[src/rtl/seq_pkg.sv]
// Constants and types shared by the instruction sequencer
package seq_pkg;
  // ==========================================
  // Sequencing phases, one-hot
  typedef enum logic [3:0] {
    fetch_phase = 4'h1,
    decode_phase = 4'h2,
    execute_phase = 4'h4,
    commit_phase = 4'h8
  } phase_type;

  // ==========================================
  // Register map, byte addresses
  localparam int ADDR_W = 5;
  localparam logic [4:0] OFS_PC_LOW = 5'h00;
  localparam logic [4:0] OFS_CONTROL = 5'h04;
  localparam logic [4:0] OFS_STATUS = 5'h08;
  localparam logic [4:0] OFS_ALU = 5'h0C;
  // Control fields: run, code bank select, interrupt enable
  localparam int CTL_RUN = 0;
  localparam int CTL_BANK = 1;
  localparam int CTL_IEN = 2;
  localparam logic [2:0] CTL_RESET = 3'h1;
  // Status fields above the 4-bit stack depth
  localparam int ST_FULL = 4;
  localparam int ST_OVF = 5;
  // Arithmetic register fields above the accumulator
  localparam int ALU_CARRY = 8;
  localparam int ALU_ZERO = 9;
  localparam logic [7:0] BYTE_RESET = 8'h00;

  // ==========================================
  // Instruction word
  localparam int INSTR_W = 16;
  localparam int OPC_MSB = 15;
  localparam int OPC_LSB = 13;
  localparam int AOP_MSB = 12;
  localparam int AOP_LSB = 10;
  localparam int DEST_BIT = 9;
  localparam int REG_COUNT = 4;
  localparam logic [15:0] RESET_VECTOR = 16'h0000;
  localparam logic [15:0] IRQ_VECTOR = 16'h0004;

  typedef enum logic [2:0] {
    op_alu = 3'h0,
    jump_instr = 3'h1,
    op_call = 3'h2,
    subroutine_return_instr = 3'h3,
    interrupt_return_instr = 3'h4,
    op_skip_zero = 3'h5,
    op_table_read = 3'h6,
    op_pcl_write = 3'h7
  } opcode_type;

  typedef enum logic [2:0] {
    alu_add = 3'h0,
    alu_sub = 3'h1,
    alu_and = 3'h2,
    alu_or = 3'h3,
    alu_xor = 3'h4,
    alu_inc = 3'h5,
    alu_dec = 3'h6,
    alu_mov = 3'h7
  } alu_op_type;
endpackage

[src/rtl/cpu_fetch_sequencer_stack.sv]
// Instruction sequencer: phases, program counter, flush, return stack

// ==========================================
module cpu_fetch_sequencer_stack #(
  parameter int PC_WIDTH = 13,
  parameter bit HAS_BANK = 1'h1,
  parameter int STACK_DEPTH = 8
) (
  input logic clk,
  input logic rst_n,
  input logic [seq_pkg::ADDR_W-1:0] address,
  input logic read,
  input logic write,
  input logic [31:0] writedata,
  input logic [3:0] byteenable,
  output logic [31:0] readdata,
  output logic waitrequest,
  output logic [PC_WIDTH:0] fetch_addr,
  output logic fetch_en,
  input logic [seq_pkg::INSTR_W-1:0] instr_data,
  input logic irq_req,
  output logic irq_ack
);
  localparam int AW = PC_WIDTH + 1;
  localparam int SPW = $clog2(STACK_DEPTH);
  localparam int CW = $clog2(STACK_DEPTH + 1);
  localparam int RW = $clog2(seq_pkg::REG_COUNT);

  // ==========================================
  // Reset release
  logic rst_meta;
  logic rst_q;

  // Assert at once, release through two flops
  always_ff @(posedge clk or negedge rst_n) begin
    if (!rst_n) begin
      rst_meta <= 1'h0;
      rst_q <= 1'h0;
    end else begin
      rst_meta <= 1'h1;
      rst_q <= rst_meta;
    end
  end

  // ==========================================
  // State
  seq_pkg::phase_type phase;
  seq_pkg::phase_type next_phase;
  logic [PC_WIDTH-1:0] pc;
  logic [PC_WIDTH-1:0] next_pc;
  logic bank;
  logic next_bank;
  logic [seq_pkg::INSTR_W-1:0] prefetch;
  logic [seq_pkg::INSTR_W-1:0] exec_word;
  logic exec_valid;
  logic [2:0] ctl;
  logic pcl_pend;
  logic [7:0] pcl_val;
  logic [7:0] acc;
  logic carry;
  logic zero;
  logic [7:0] regs [seq_pkg::REG_COUNT];
  logic [AW-1:0] stack_mem [STACK_DEPTH];
  logic [SPW-1:0] wp;
  logic [CW-1:0] depth;
  logic ovf;
  logic [8:0] alu_res;
  logic [31:0] rd_mux;

  // ==========================================
  // Decode of the executing instruction
  wire run = ctl[seq_pkg::CTL_RUN];
  wire boundary = run && (phase == seq_pkg::commit_phase);
  wire [2:0] opc = exec_word[seq_pkg::OPC_MSB:seq_pkg::OPC_LSB];
  wire [2:0] aop = exec_word[seq_pkg::AOP_MSB:seq_pkg::AOP_LSB];
  wire [RW-1:0] ridx = exec_word[RW-1:0];
  wire [7:0] opnd = regs[ridx];
  wire [PC_WIDTH-1:0] target = exec_word[PC_WIDTH-1:0];
  wire is_alu = exec_valid && (opc == seq_pkg::op_alu);
  wire is_jump = exec_valid && (opc == seq_pkg::jump_instr);
  wire is_call = exec_valid && (opc == seq_pkg::op_call);
  wire is_interrupt_return_instr = exec_valid && (opc == seq_pkg::interrupt_return_instr);
  wire is_ret = is_interrupt_return_instr ||
    (exec_valid && (opc == seq_pkg::subroutine_return_instr));
  wire is_skip = exec_valid && (opc == seq_pkg::op_skip_zero);
  wire is_tab = exec_valid && (opc == seq_pkg::op_table_read);
  wire is_pclw = exec_valid && (opc == seq_pkg::op_pcl_write);
  wire skip_taken = is_skip && (opnd == seq_pkg::BYTE_RESET);
  wire ctl_xfer = is_jump || is_call || is_ret || skip_taken || is_pclw;
  wire full = depth == CW'(STACK_DEPTH);
  // Bus low-byte write waits for a cycle free of other transfers
  wire pcl_take = pcl_pend && !ctl_xfer && !is_tab;
  wire irq_take = irq_req && ctl[seq_pkg::CTL_IEN] && !full &&
    !ctl_xfer && !is_tab && !pcl_pend;
  wire redirect = ctl_xfer || pcl_take || irq_take;
  wire push = boundary && (is_call || irq_take);
  wire pop = boundary && is_ret;
  wire [AW-1:0] stack_top = stack_mem[wp - 1'h1];
  wire [PC_WIDTH-9:0] pc_page = pc[PC_WIDTH-1:8];
  wire arith = (aop == seq_pkg::alu_add) || (aop == seq_pkg::alu_sub);
  // Carry reads as no-borrow after a subtract
  wire next_carry = (aop == seq_pkg::alu_sub) ? !alu_res[8] : alu_res[8];
  // Bus decode, ahead of every process that reads it
  wire [4:0] word_addr = {address[4:2], 2'h0};
  wire hit_pcl = word_addr == seq_pkg::OFS_PC_LOW;
  wire hit_ctl = word_addr == seq_pkg::OFS_CONTROL;
  wire hit_st = word_addr == seq_pkg::OFS_STATUS;
  wire hit_alu = word_addr == seq_pkg::OFS_ALU;
  wire bus_req = (read || write) && waitrequest;
  wire wr_go = write && !waitrequest;
  wire wr_lo = wr_go && byteenable[0];
  wire wr_hi = wr_go && byteenable[1];

  // ==========================================
  // Phase ring
  // four phases per cycle
  always_comb begin
    next_phase = phase;
    if (run) begin
      unique case (phase)
        seq_pkg::fetch_phase: next_phase = seq_pkg::decode_phase;
        seq_pkg::decode_phase: next_phase = seq_pkg::execute_phase;
        seq_pkg::execute_phase: next_phase = seq_pkg::commit_phase;
        seq_pkg::commit_phase: next_phase = seq_pkg::fetch_phase;
        default: next_phase = seq_pkg::fetch_phase;
      endcase
    end
  end

  // ==========================================
  // Next program counter, priority top down
  always_comb begin
    next_pc = pc + 1'h1;
    next_bank = bank;
    if (is_jump || is_call) begin
      next_pc = target;
      next_bank = HAS_BANK & ctl[seq_pkg::CTL_BANK];
    end else if (is_ret) begin
      {next_bank, next_pc} = stack_top;
    end else if (is_pclw) begin
      next_pc = {pc_page, acc};
    end else if (irq_take) begin
      next_pc = PC_WIDTH'(seq_pkg::IRQ_VECTOR);
      next_bank = 1'h0;
    end else if (pcl_take) begin
      next_pc = {pc_page, pcl_val};
    end else if (is_tab) begin
      next_pc = pc;
    end
  end

  // ==========================================
  // Pipeline: fetch in one cycle, execute in the next
  always_ff @(posedge clk or negedge rst_q) begin
    if (!rst_q) begin
      phase <= seq_pkg::fetch_phase;
      pc <= PC_WIDTH'(seq_pkg::RESET_VECTOR);
      bank <= 1'h0;
      prefetch <= 16'h0000;
      exec_word <= 16'h0000;
      exec_valid <= 1'h0;
      irq_ack <= 1'h0;
    end else begin
      phase <= next_phase;
      irq_ack <= boundary && irq_take;
      if (run && (phase == seq_pkg::fetch_phase)) begin
        prefetch <= instr_data;
      end
      if (boundary) begin
        pc <= next_pc;
        bank <= next_bank;
        exec_word <= prefetch;
        exec_valid <= !(redirect || is_tab);
      end
    end
  end

  assign fetch_addr = {bank, pc};
  assign fetch_en = phase[0];

  // ==========================================
  // Arithmetic unit
  // eight-bit operations
  always_comb begin
    unique case (aop)
      seq_pkg::alu_add: alu_res = {1'h0, acc} + {1'h0, opnd};
      seq_pkg::alu_sub: alu_res = {1'h0, acc} - {1'h0, opnd};
      seq_pkg::alu_and: alu_res = {1'h0, acc & opnd};
      seq_pkg::alu_or: alu_res = {1'h0, acc | opnd};
      seq_pkg::alu_xor: alu_res = {1'h0, acc ^ opnd};
      seq_pkg::alu_inc: alu_res = {1'h0, opnd} + 9'h001;
      seq_pkg::alu_dec: alu_res = {1'h0, opnd} - 9'h001;
      default: alu_res = {1'h0, opnd};
    endcase
  end

  // Results land at the end of the commit phase; the unit wins
  // over a bus write to the accumulator in the same cycle
  always_ff @(posedge clk or negedge rst_q) begin
    if (!rst_q) begin
      acc <= seq_pkg::BYTE_RESET;
      carry <= 1'h0;
      zero <= 1'h0;
    end else begin
      if (wr_lo && hit_alu) begin
        acc <= writedata[7:0];
      end
      if (wr_hi && hit_alu) begin
        carry <= writedata[seq_pkg::ALU_CARRY];
        zero <= writedata[seq_pkg::ALU_ZERO];
      end
      if (boundary && is_alu) begin
        if (!exec_word[seq_pkg::DEST_BIT]) begin
          acc <= alu_res[7:0];
        end
        zero <= alu_res[7:0] == seq_pkg::BYTE_RESET;
        if (arith) begin
          carry <= next_carry;
        end
      end
    end
  end

  // Data registers named by the instruction
  for (genvar i = 0; i < seq_pkg::REG_COUNT; i++) begin : g_reg
    always_ff @(posedge clk or negedge rst_q) begin
      if (!rst_q) begin
        regs[i] <= seq_pkg::BYTE_RESET;
      end else if (boundary && is_alu && exec_word[seq_pkg::DEST_BIT] &&
                   (ridx == RW'(i))) begin
        regs[i] <= alu_res[7:0];
      end
    end
  end

  // ==========================================
  // Return stack, never mapped onto the bus
  // push saves bank and counter
  always_ff @(posedge clk) begin
    if (push) begin
      stack_mem[wp] <= {bank, pc};
    end
  end

  // Circular write pointer: a push when full overwrites the oldest
  always_ff @(posedge clk or negedge rst_q) begin
    if (!rst_q) begin
      wp <= {SPW{1'h0}};
      depth <= {CW{1'h0}};
    end else if (push) begin
      wp <= wp + 1'h1;
      if (!full) begin
        depth <= depth + 1'h1;
      end
    end else if (pop && (depth != {CW{1'h0}})) begin
      wp <= wp - 1'h1;
      depth <= depth - 1'h1;
    end
  end

  // ==========================================
  // Avalon-MM slave, one wait cycle per access

  // low byte readable; unmapped reads zero
  assign rd_mux = hit_pcl ? {24'h000000, pc[7:0]} :
                  hit_ctl ? {29'h00000000, ctl} :
                  hit_st ? {26'h0000000, ovf, full, 4'(depth)} :
                  hit_alu ? {22'h000000, zero, carry, acc} :
                  32'h00000000;

  // Read data is captured while waitrequest drops
  always_ff @(posedge clk or negedge rst_q) begin
    if (!rst_q) begin
      waitrequest <= 1'h1;
      readdata <= 32'h00000000;
    end else begin
      waitrequest <= !bus_req;
      if (bus_req && read) begin
        readdata <= rd_mux;
      end
    end
  end

  // Control and flags; hardware events are written last so they win, except the pending low-byte flag, where the bus write wins
  always_ff @(posedge clk or negedge rst_q) begin
    if (!rst_q) begin
      ctl <= seq_pkg::CTL_RESET;
      pcl_pend <= 1'h0;
      pcl_val <= seq_pkg::BYTE_RESET;
      ovf <= 1'h0;
    end else begin
      if (wr_lo && hit_ctl) begin
        ctl <= writedata[2:0];
      end
      if (boundary && irq_take) begin
        ctl[seq_pkg::CTL_IEN] <= 1'h0;
      end
      if (boundary && is_interrupt_return_instr) begin
        ctl[seq_pkg::CTL_IEN] <= 1'h1;
      end
      if (boundary && pcl_take) begin
        pcl_pend <= 1'h0;
      end
      if (wr_lo && hit_pcl) begin
        pcl_pend <= 1'h1;
        pcl_val <= writedata[7:0];
      end
      if (wr_lo && hit_st && writedata[seq_pkg::ST_OVF]) begin
        ovf <= 1'h0;
      end
      if (push && full) begin
        ovf <= 1'h1;
      end
    end
  end
endmodule // cpu_fetch_sequencer_stack

[config.mk]
export PLATFORM = sky130hd
export DESIGN_NAME = cpu_fetch_sequencer_stack
export DESIGN_NICKNAME = d
export VERILOG_FILES = /design/src/rtl/seq_pkg.sv /design/src/rtl/cpu_fetch_sequencer_stack.sv
export SDC_FILE = /design/constraint.sdc
export NUM_CORES = 1
export LEC_CHECK = 0
export BUFFER_PORTS_ARGS = -buffer_cell sky130_fd_sc_hd__buf_2
export CORE_AREA = 2 2 163 197
export DETAILED_ROUTE_END_ITERATION = 16
export DIE_AREA = 0 0 165 199
export GPL_TIMING_DRIVEN = 0
export PLACE_DENSITY_LB_ADDON = 0.15
export SETUP_SLACK_MARGIN = 0.15
export SLEW_MARGIN = 40
export SYNTH_ARGS = -nofsm -noshare
export SYNTH_HDL_FRONTEND = slang
export SYNTH_SLANG_ARGS = --single-unit
export TNS_END_PERCENT = 10
[constraint.sdc]
create_clock -name clk -period 12.2 [get_ports clk]
set_clock_uncertainty 0.05 [all_clocks]
set_input_delay 1.83 -clock clk [delete_from_list [all_inputs] [get_ports clk]]
set_output_delay 1.83 -clock clk [all_outputs]
set_load 0.005 [all_outputs]
Yosys cells after proc, flatten, opt, wreduce, memory -nomap -nowiden

Memory sizes are Yosys's and may differ from the RTL's.
Cells that the tools add are included.

Equal/unequal tests: 29
Add/sub/neg operators: 9
Magnitude comparators: 1
Reduce and logical (&&, ||, !) cells: 78
Bitwise logic cells: 4
Mux-type cells: 42

Operators by type and width:

| kind                  | count |
|---|---|
| $mux 13               | 6 |
| $pmux 9 s7            | 1 |
| $logic_and 1x1->1     | 42 |
| $mux 10               | 4 |
| $mux 8                | 5 |
| $eq 3x3->1 const B    | 7 |
| $eq 3x2->1 const B    | 6 |
| $mux 1                | 18 |
| $bmux 8 s2            | 1 |
| $logic_not 8->1       | 2 |
| $add 13x1->13 const B | 1 |
| $mux 4                | 3 |
| $pmux 4 s3            | 1 |
| $logic_or 1x1->1      | 11 |
| $add 8x1->9 const B   | 1 |
| $add 8x8->9           | 1 |
| $eq 3x1->1 const B    | 3 |
| $mux 3                | 3 |
| $sub 8x1->9 const B   | 1 |
| $sub 8x8->9           | 1 |
| $and 8x8->8           | 1 |
| $eq 4x4->1 const B    | 2 |
| $logic_not 1->1       | 8 |
| $ne 4x2->1 const B    | 2 |
| other kinds (25)      | 32 |

Bits in writable memories: 112
Bits of input ports: 62
Flip-flop bits (word level): 149
Output and inout bits: 49
Word-level logic and storage cells: 190
Memories: 1

Memory list:

| name      | depth | bits a word | read ports | clocked after Yosys merged registers in | write ports | line                            | source |
|---|---|---|---|---|---|---|---|
| stack_mem | 8     | 14          | 1          | 0                                       | 1           | cpu_fetch_sequencer_stack.sv:63 | `logic [AW-1:0] stack_mem [STACK_DEPTH];` |

Logic depth before layout (Yosys ltp)

Depth after elaboration: 16
Gate-level depth with buffers: 17
Mapped depth without buffers: 14

Worst setup path after synthesis

No wires, ideal clock.

Path type: input to register
From: input irq_req
To: memory stack_mem[1][0] (netlist name) (enable)
Required time: 11,747 ps
Library setup time: 403 ps
Setup slack: 7,798 ps
Arrival: 3,949 ps
Path buffers: 1
Stages: 8
Cells stage by stage: nand3b_1 > nor3b_1 > nor2b_1 > and2_4 > nand2b_4 > buf_6 > nand2_1 > nor3_1

Word-level cells in the longest chain between the ends: 9

Ends and longest elaborated chain:

| what                            | line                             | source |
|---|---|---|
| start: declaration              | cpu_fetch_sequencer_stack.sv:21  | `input logic irq_req,` |
| $logic_and 1x1->1 (3 in series) | cpu_fetch_sequencer_stack.sv:93  | `wire irq_take = irq_req && ctl[seq_pkg::CTL_IEN] && !full &&` |
| $logic_and 1x1->1 (2 in series) | cpu_fetch_sequencer_stack.sv:94  | `!ctl_xfer && !is_tab && !pcl_pend;` |
| $logic_or 1x1->1                | cpu_fetch_sequencer_stack.sv:96  | `wire push = boundary && (is_call \|\| irq_take);` |
| $logic_and 1x1->1               | cpu_fetch_sequencer_stack.sv:96  |  |
| $mux 1                          | cpu_fetch_sequencer_stack.sv:240 | `if (push) begin` |
| $mux 1 (implied by the code)    | cpu_fetch_sequencer_stack.sv:241 | `stack_mem[wp] <= {bank, pc};` |
| end: declaration                | cpu_fetch_sequencer_stack.sv:63  |  |

No other way between the ends.

Worst setup path after layout

From: register exec_word[11] (netlist name)
To: register zero

Word-level cells in the longest chain between the ends: 4
Elaborated cells on any way between the ends: 10
Those cells by class: 6 x eq/ne; 2 x mux; 2 x reduce/logical

Ends and longest elaborated chain:

| what                               | line                             | source |
|---|---|---|
| start: declaration                 | cpu_fetch_sequencer_stack.sv:54  | `logic [seq_pkg::INSTR_W-1:0] exec_word;` |
| start signal: assignment           | cpu_fetch_sequencer_stack.sv:172 | `exec_word <= prefetch;` |
| $eq 3x3->1 (tied with other cells) | cpu_fetch_sequencer_stack.sv:185 | `unique case (aop)` |
| $pmux 9 s7 *                       | cpu_fetch_sequencer_stack.sv:185 |  |
| $logic_not 8->1 *                  | cpu_fetch_sequencer_stack.sv:216 | `zero <= alu_res[7:0] == seq_pkg::BYTE_RESET;` |
| $mux 1 *                           | cpu_fetch_sequencer_stack.sv:212 | `if (boundary && is_alu) begin` |
| end signal: assignment             | cpu_fetch_sequencer_stack.sv:210 | `zero <= writedata[seq_pkg::ALU_ZERO];` |
| end signal: assignment             | cpu_fetch_sequencer_stack.sv:216 |  |
| end: declaration                   | cpu_fetch_sequencer_stack.sv:61  | `logic zero;` |

Mark *: on every way between the ends. The rest lies on a longest branch, timed or not.
A chain may end at the register's enable or synchronous reset.

==> key figures <==
Layout
  – Layout cells sized above 1: 0.228
  – Cell Count, Final, Fillers Out: 1,561
  – # nets final: 1,248
  – ANT cells: 0
  – P&R area growth vs syn: 16.9%

Die
  – Die Ht: 199 um
  – # IOs: 111
  – Row count: 71
  – Die area: 32,800 sq um
  – Core region area: 31,000 sq um
  – X dimension of the die: 165 um
  – Starting Density: 0.394

Power
  – LEAKAGE: 5.69 nW
  – IR drop worst, VDD: 0.000142 V
  – Power Density: 196 nW/um^2

Clock network
  – CTS Root Cell: clkbuf_16
  – Clock Sink Count: 239
  – Post-CTS Hold Fix Bufs: 0
  – Clock tree buffer depth: 3
  – CTS buffer count: 27
  – Worst-path clk slew: 0.06 ns
  – # resized after CTS: 0
  – Post-CTS setup buffer count: 0
  – CTS tree: yes
  – H-tree lvl count: 1
  – Worst-Skew Late Latency: 0.54 ns

Drt
  – 1st-iter DRT viols: 445
  – Via/cell ratio: 5.41
  – Final ANT Viol Nets: 0
  – Drt wl/cell: 21.2 um
  – DRT Pass-1 Iters: 5
  – # DRC: 0
  – WL final: 33,000 um
  – Via count: 8,448

Setup path
  – Worst Path Required: 12.62 ns
  – Crit path max fanout: 10
  – Reg2reg setup slack: 7.58 ns
  – Critical Path End Type: register
  – Worst R2R Start: exec_word[11]
  – Kind of critical path: reg -> reg
  – Critical Path Start: exec_word[11]
  – Worst setup SP type: register
  – R2r endpoint: zero
  – R2R depth: 13
  – Setup crit end: zero
  – Arrival @ worst endpoint: 5.04 ns

Yosys
  – Flops & latches, synth: 239
  – EDFF count, synth: 112
  – Yosys warns: 0
  – Async set-reset flop share out of synthesis: 0.531
  – Post-Syn Area: 12,200 sq um
  – Top FF cell, synth: dfrtp_1
  – Avg Cell Area, Syn: 12.0 sq um
  – Synth Instances: 1,019
  – Register area share after synthesis: 0.535
  – Number of distinct library cells after synthesis: 75

GRT
  – Gr usage total: 0.206
  – GRT met3 Usage: 0.0254
  – Pin count of the biggest net entering global routing: 42
  – Initial antenna violation count: 1
  – M2 GR Usage: 0.379
  – Gr busiest metal: met2
  – Grt ovf: 0
  – Vias in the first global route: 8,649
  – First-pass GRT wire length: 50,900 um
  – GR Util met1: 0.240

Status
  – Status: complete, no violations

Timing
  – Worst setup margin: 7.58 ns
  – RSZ-0062 raised after global routing: no
  – Worst Max-Slew Pin Slew: 0.782 ns
  – Tmin final: 4.62 ns
  – Hold WS: 0.178 ns
  – Fmax: 0.216 GHz
  – Final setup violation count: 0
  – Pins Over Slew Limit: 0
  – Slew margin rel.: 0.479
  – Setup TNS: 0 ns
  – Fin crit share: 0.379
  – Final hold viol count: 0

Place
  – Buffers on Ports: 60
  – Routability cong.: 0.939
  – DPL Wire Length: 24,700 um
  – Post-Place Cells: 1,509
  – DP Worst Slack: 7.31 ns

Hold path
  – Hold Crit Class: reg -> async

Run
  – Max-Cap Viols: 0
-- routing by layer --
| metal | wire length [um] | up-vias |
|---|---|---|
| li1 | - | 4003 |
| met1 | 13100 | 4165 |
| met4 | 1370 | 2 |
| met2 | 17500 | 199 |
| met3 | 1090 | 79 |
| met5 | 13 | - |
-- power by group --
group / internal (mW) / switching (mW) / total [mW]
combinational: 0.325 / 0.461 / 0.786
sequential: 0.982 / 0.164 / 1.15
clock: 0.535 / 0.337 / 0.872
total: 1.84 / 0.962 / 2.80
-- cells by family after synthesis --
family / Yosys count / share of synthesized area
fa+ha+maj: 47 / 0.0499
xor+xnor: 29 / 0.0208
compound gates: 231 / 0.117
other cells: 2 / 0.000614
buf+inv: 102 / 0.0403
mux: 109 / 0.132
simple gates: 260 / 0.104
flops: 239 / 0.535
-- cell usage in the layout (no fill, tap or decap), drive strengths merged, types with 11 or more instances in the layout --
cell type	n
nand3	17
o21ai	87
edfxtp	112
nor3	27
clkbuf	66
nand2b	11
a211oi	12
xnor2	15
nand2	78
buf	101
xor2	14
mux4	37
nor2	67
a21oi	56
dfrtp	124
mux2i	23
ha	44
mux2	49
conb	23
inv	35
-- final cells by class --
class	instances	area [sq um]
inverters	34	128
plain buffers	68	370
multi-input cells	699	5360
clock inverters	21	280
flip-flops and latches	239	6550
clock buffers	29	683
fillers	2841	16700
repair buffers	70	423
well taps	401	502
-- worst min path at each step --
stage,from,end,slack [ns],depth (start not counted)
floorplan,rst_meta,rst_q,0.28,0
global placement,rst_meta,rst_q,0.29,0
detailed placement,rst_q,prefetch[9],0.19,0
CTS,rst_q,prefetch[9],0.19,0
global route,rst_q,prefetch[14],0.21,0
finish,rst_q,prefetch[15],0.18,0
-- worst max-delay path, cell delays in order, from the launching register on --
cell	delay [ns]
dfrtp_1	0.32
clkbuf_1	0.35
clkbuf_1	0.46
clkbuf_1	0.62
nand3_1	0.37
o21ai_0	0.26
ha_1	0.23
nor2_1	0.06
a21oi_1	0.25
o21ai_0	0.14
and4_1	0.23
o32ai_2	0.49
nor4b_1	0.50
a31o_2	0.23
-- Yosys cell counts, types with 4 or more instances --
library cell	number	share of area
nor3_1	27	0.011
nand4b_1	4	0.0029
nand3_1	16	0.0065
o211ai_1	7	0.0043
buf_4	23	0.014
a211oi_1	12	0.0074
o32ai_1	4	0.0029
nor2_1	66	0.020
xor2_1	14	0.010
clkbuf_1	36	0.011
mux4_2	37	0.068
a22oi_1	9	0.0055
xnor2_1	15	0.011
buf_1	5	0.0015
dfrtp_1	124	0.25
mux2i_1	23	0.019
mux2_2	49	0.045
ha_1	44	0.045
nand3b_1	4	0.0025
a21oi_1	56	0.023
edfxtp_1	112	0.28
nand2b_1	10	0.0051
a21o_1	5	0.0031
o22ai_1	4	0.0020
or3_1	10	0.0051
nor2b_1	7	0.0036
inv_1	33	0.010
a221oi_1	4	0.0029
a22o_1	6	0.0043
o21ai_0	86	0.035
nand2_1	78	0.024
nand4_1	8	0.0041
and3_1	8	0.0041
-- state kept, by name (all words and copies together) (netlist names), 3 cells and up --
signal,count
acc,8
stack_mem,112
ctl,3
depth,4
pc,13
readdata,10
pcl_val,8
wp,3
exec_word,16
prefetch,16
phase,4
regs,32
-- stage by stage --
stage,total power [mW],area (sq um),utilization
after detailed placement,1.93,13300,0.429
after floorplan,1.63,12300,-
after global placement,1.92,13100,0.423
after global routing,2.96,14300,0.461
final,2.80,14300,0.461
after CTS,2.81,14300,0.460
(Power assumes the default switching activity.)
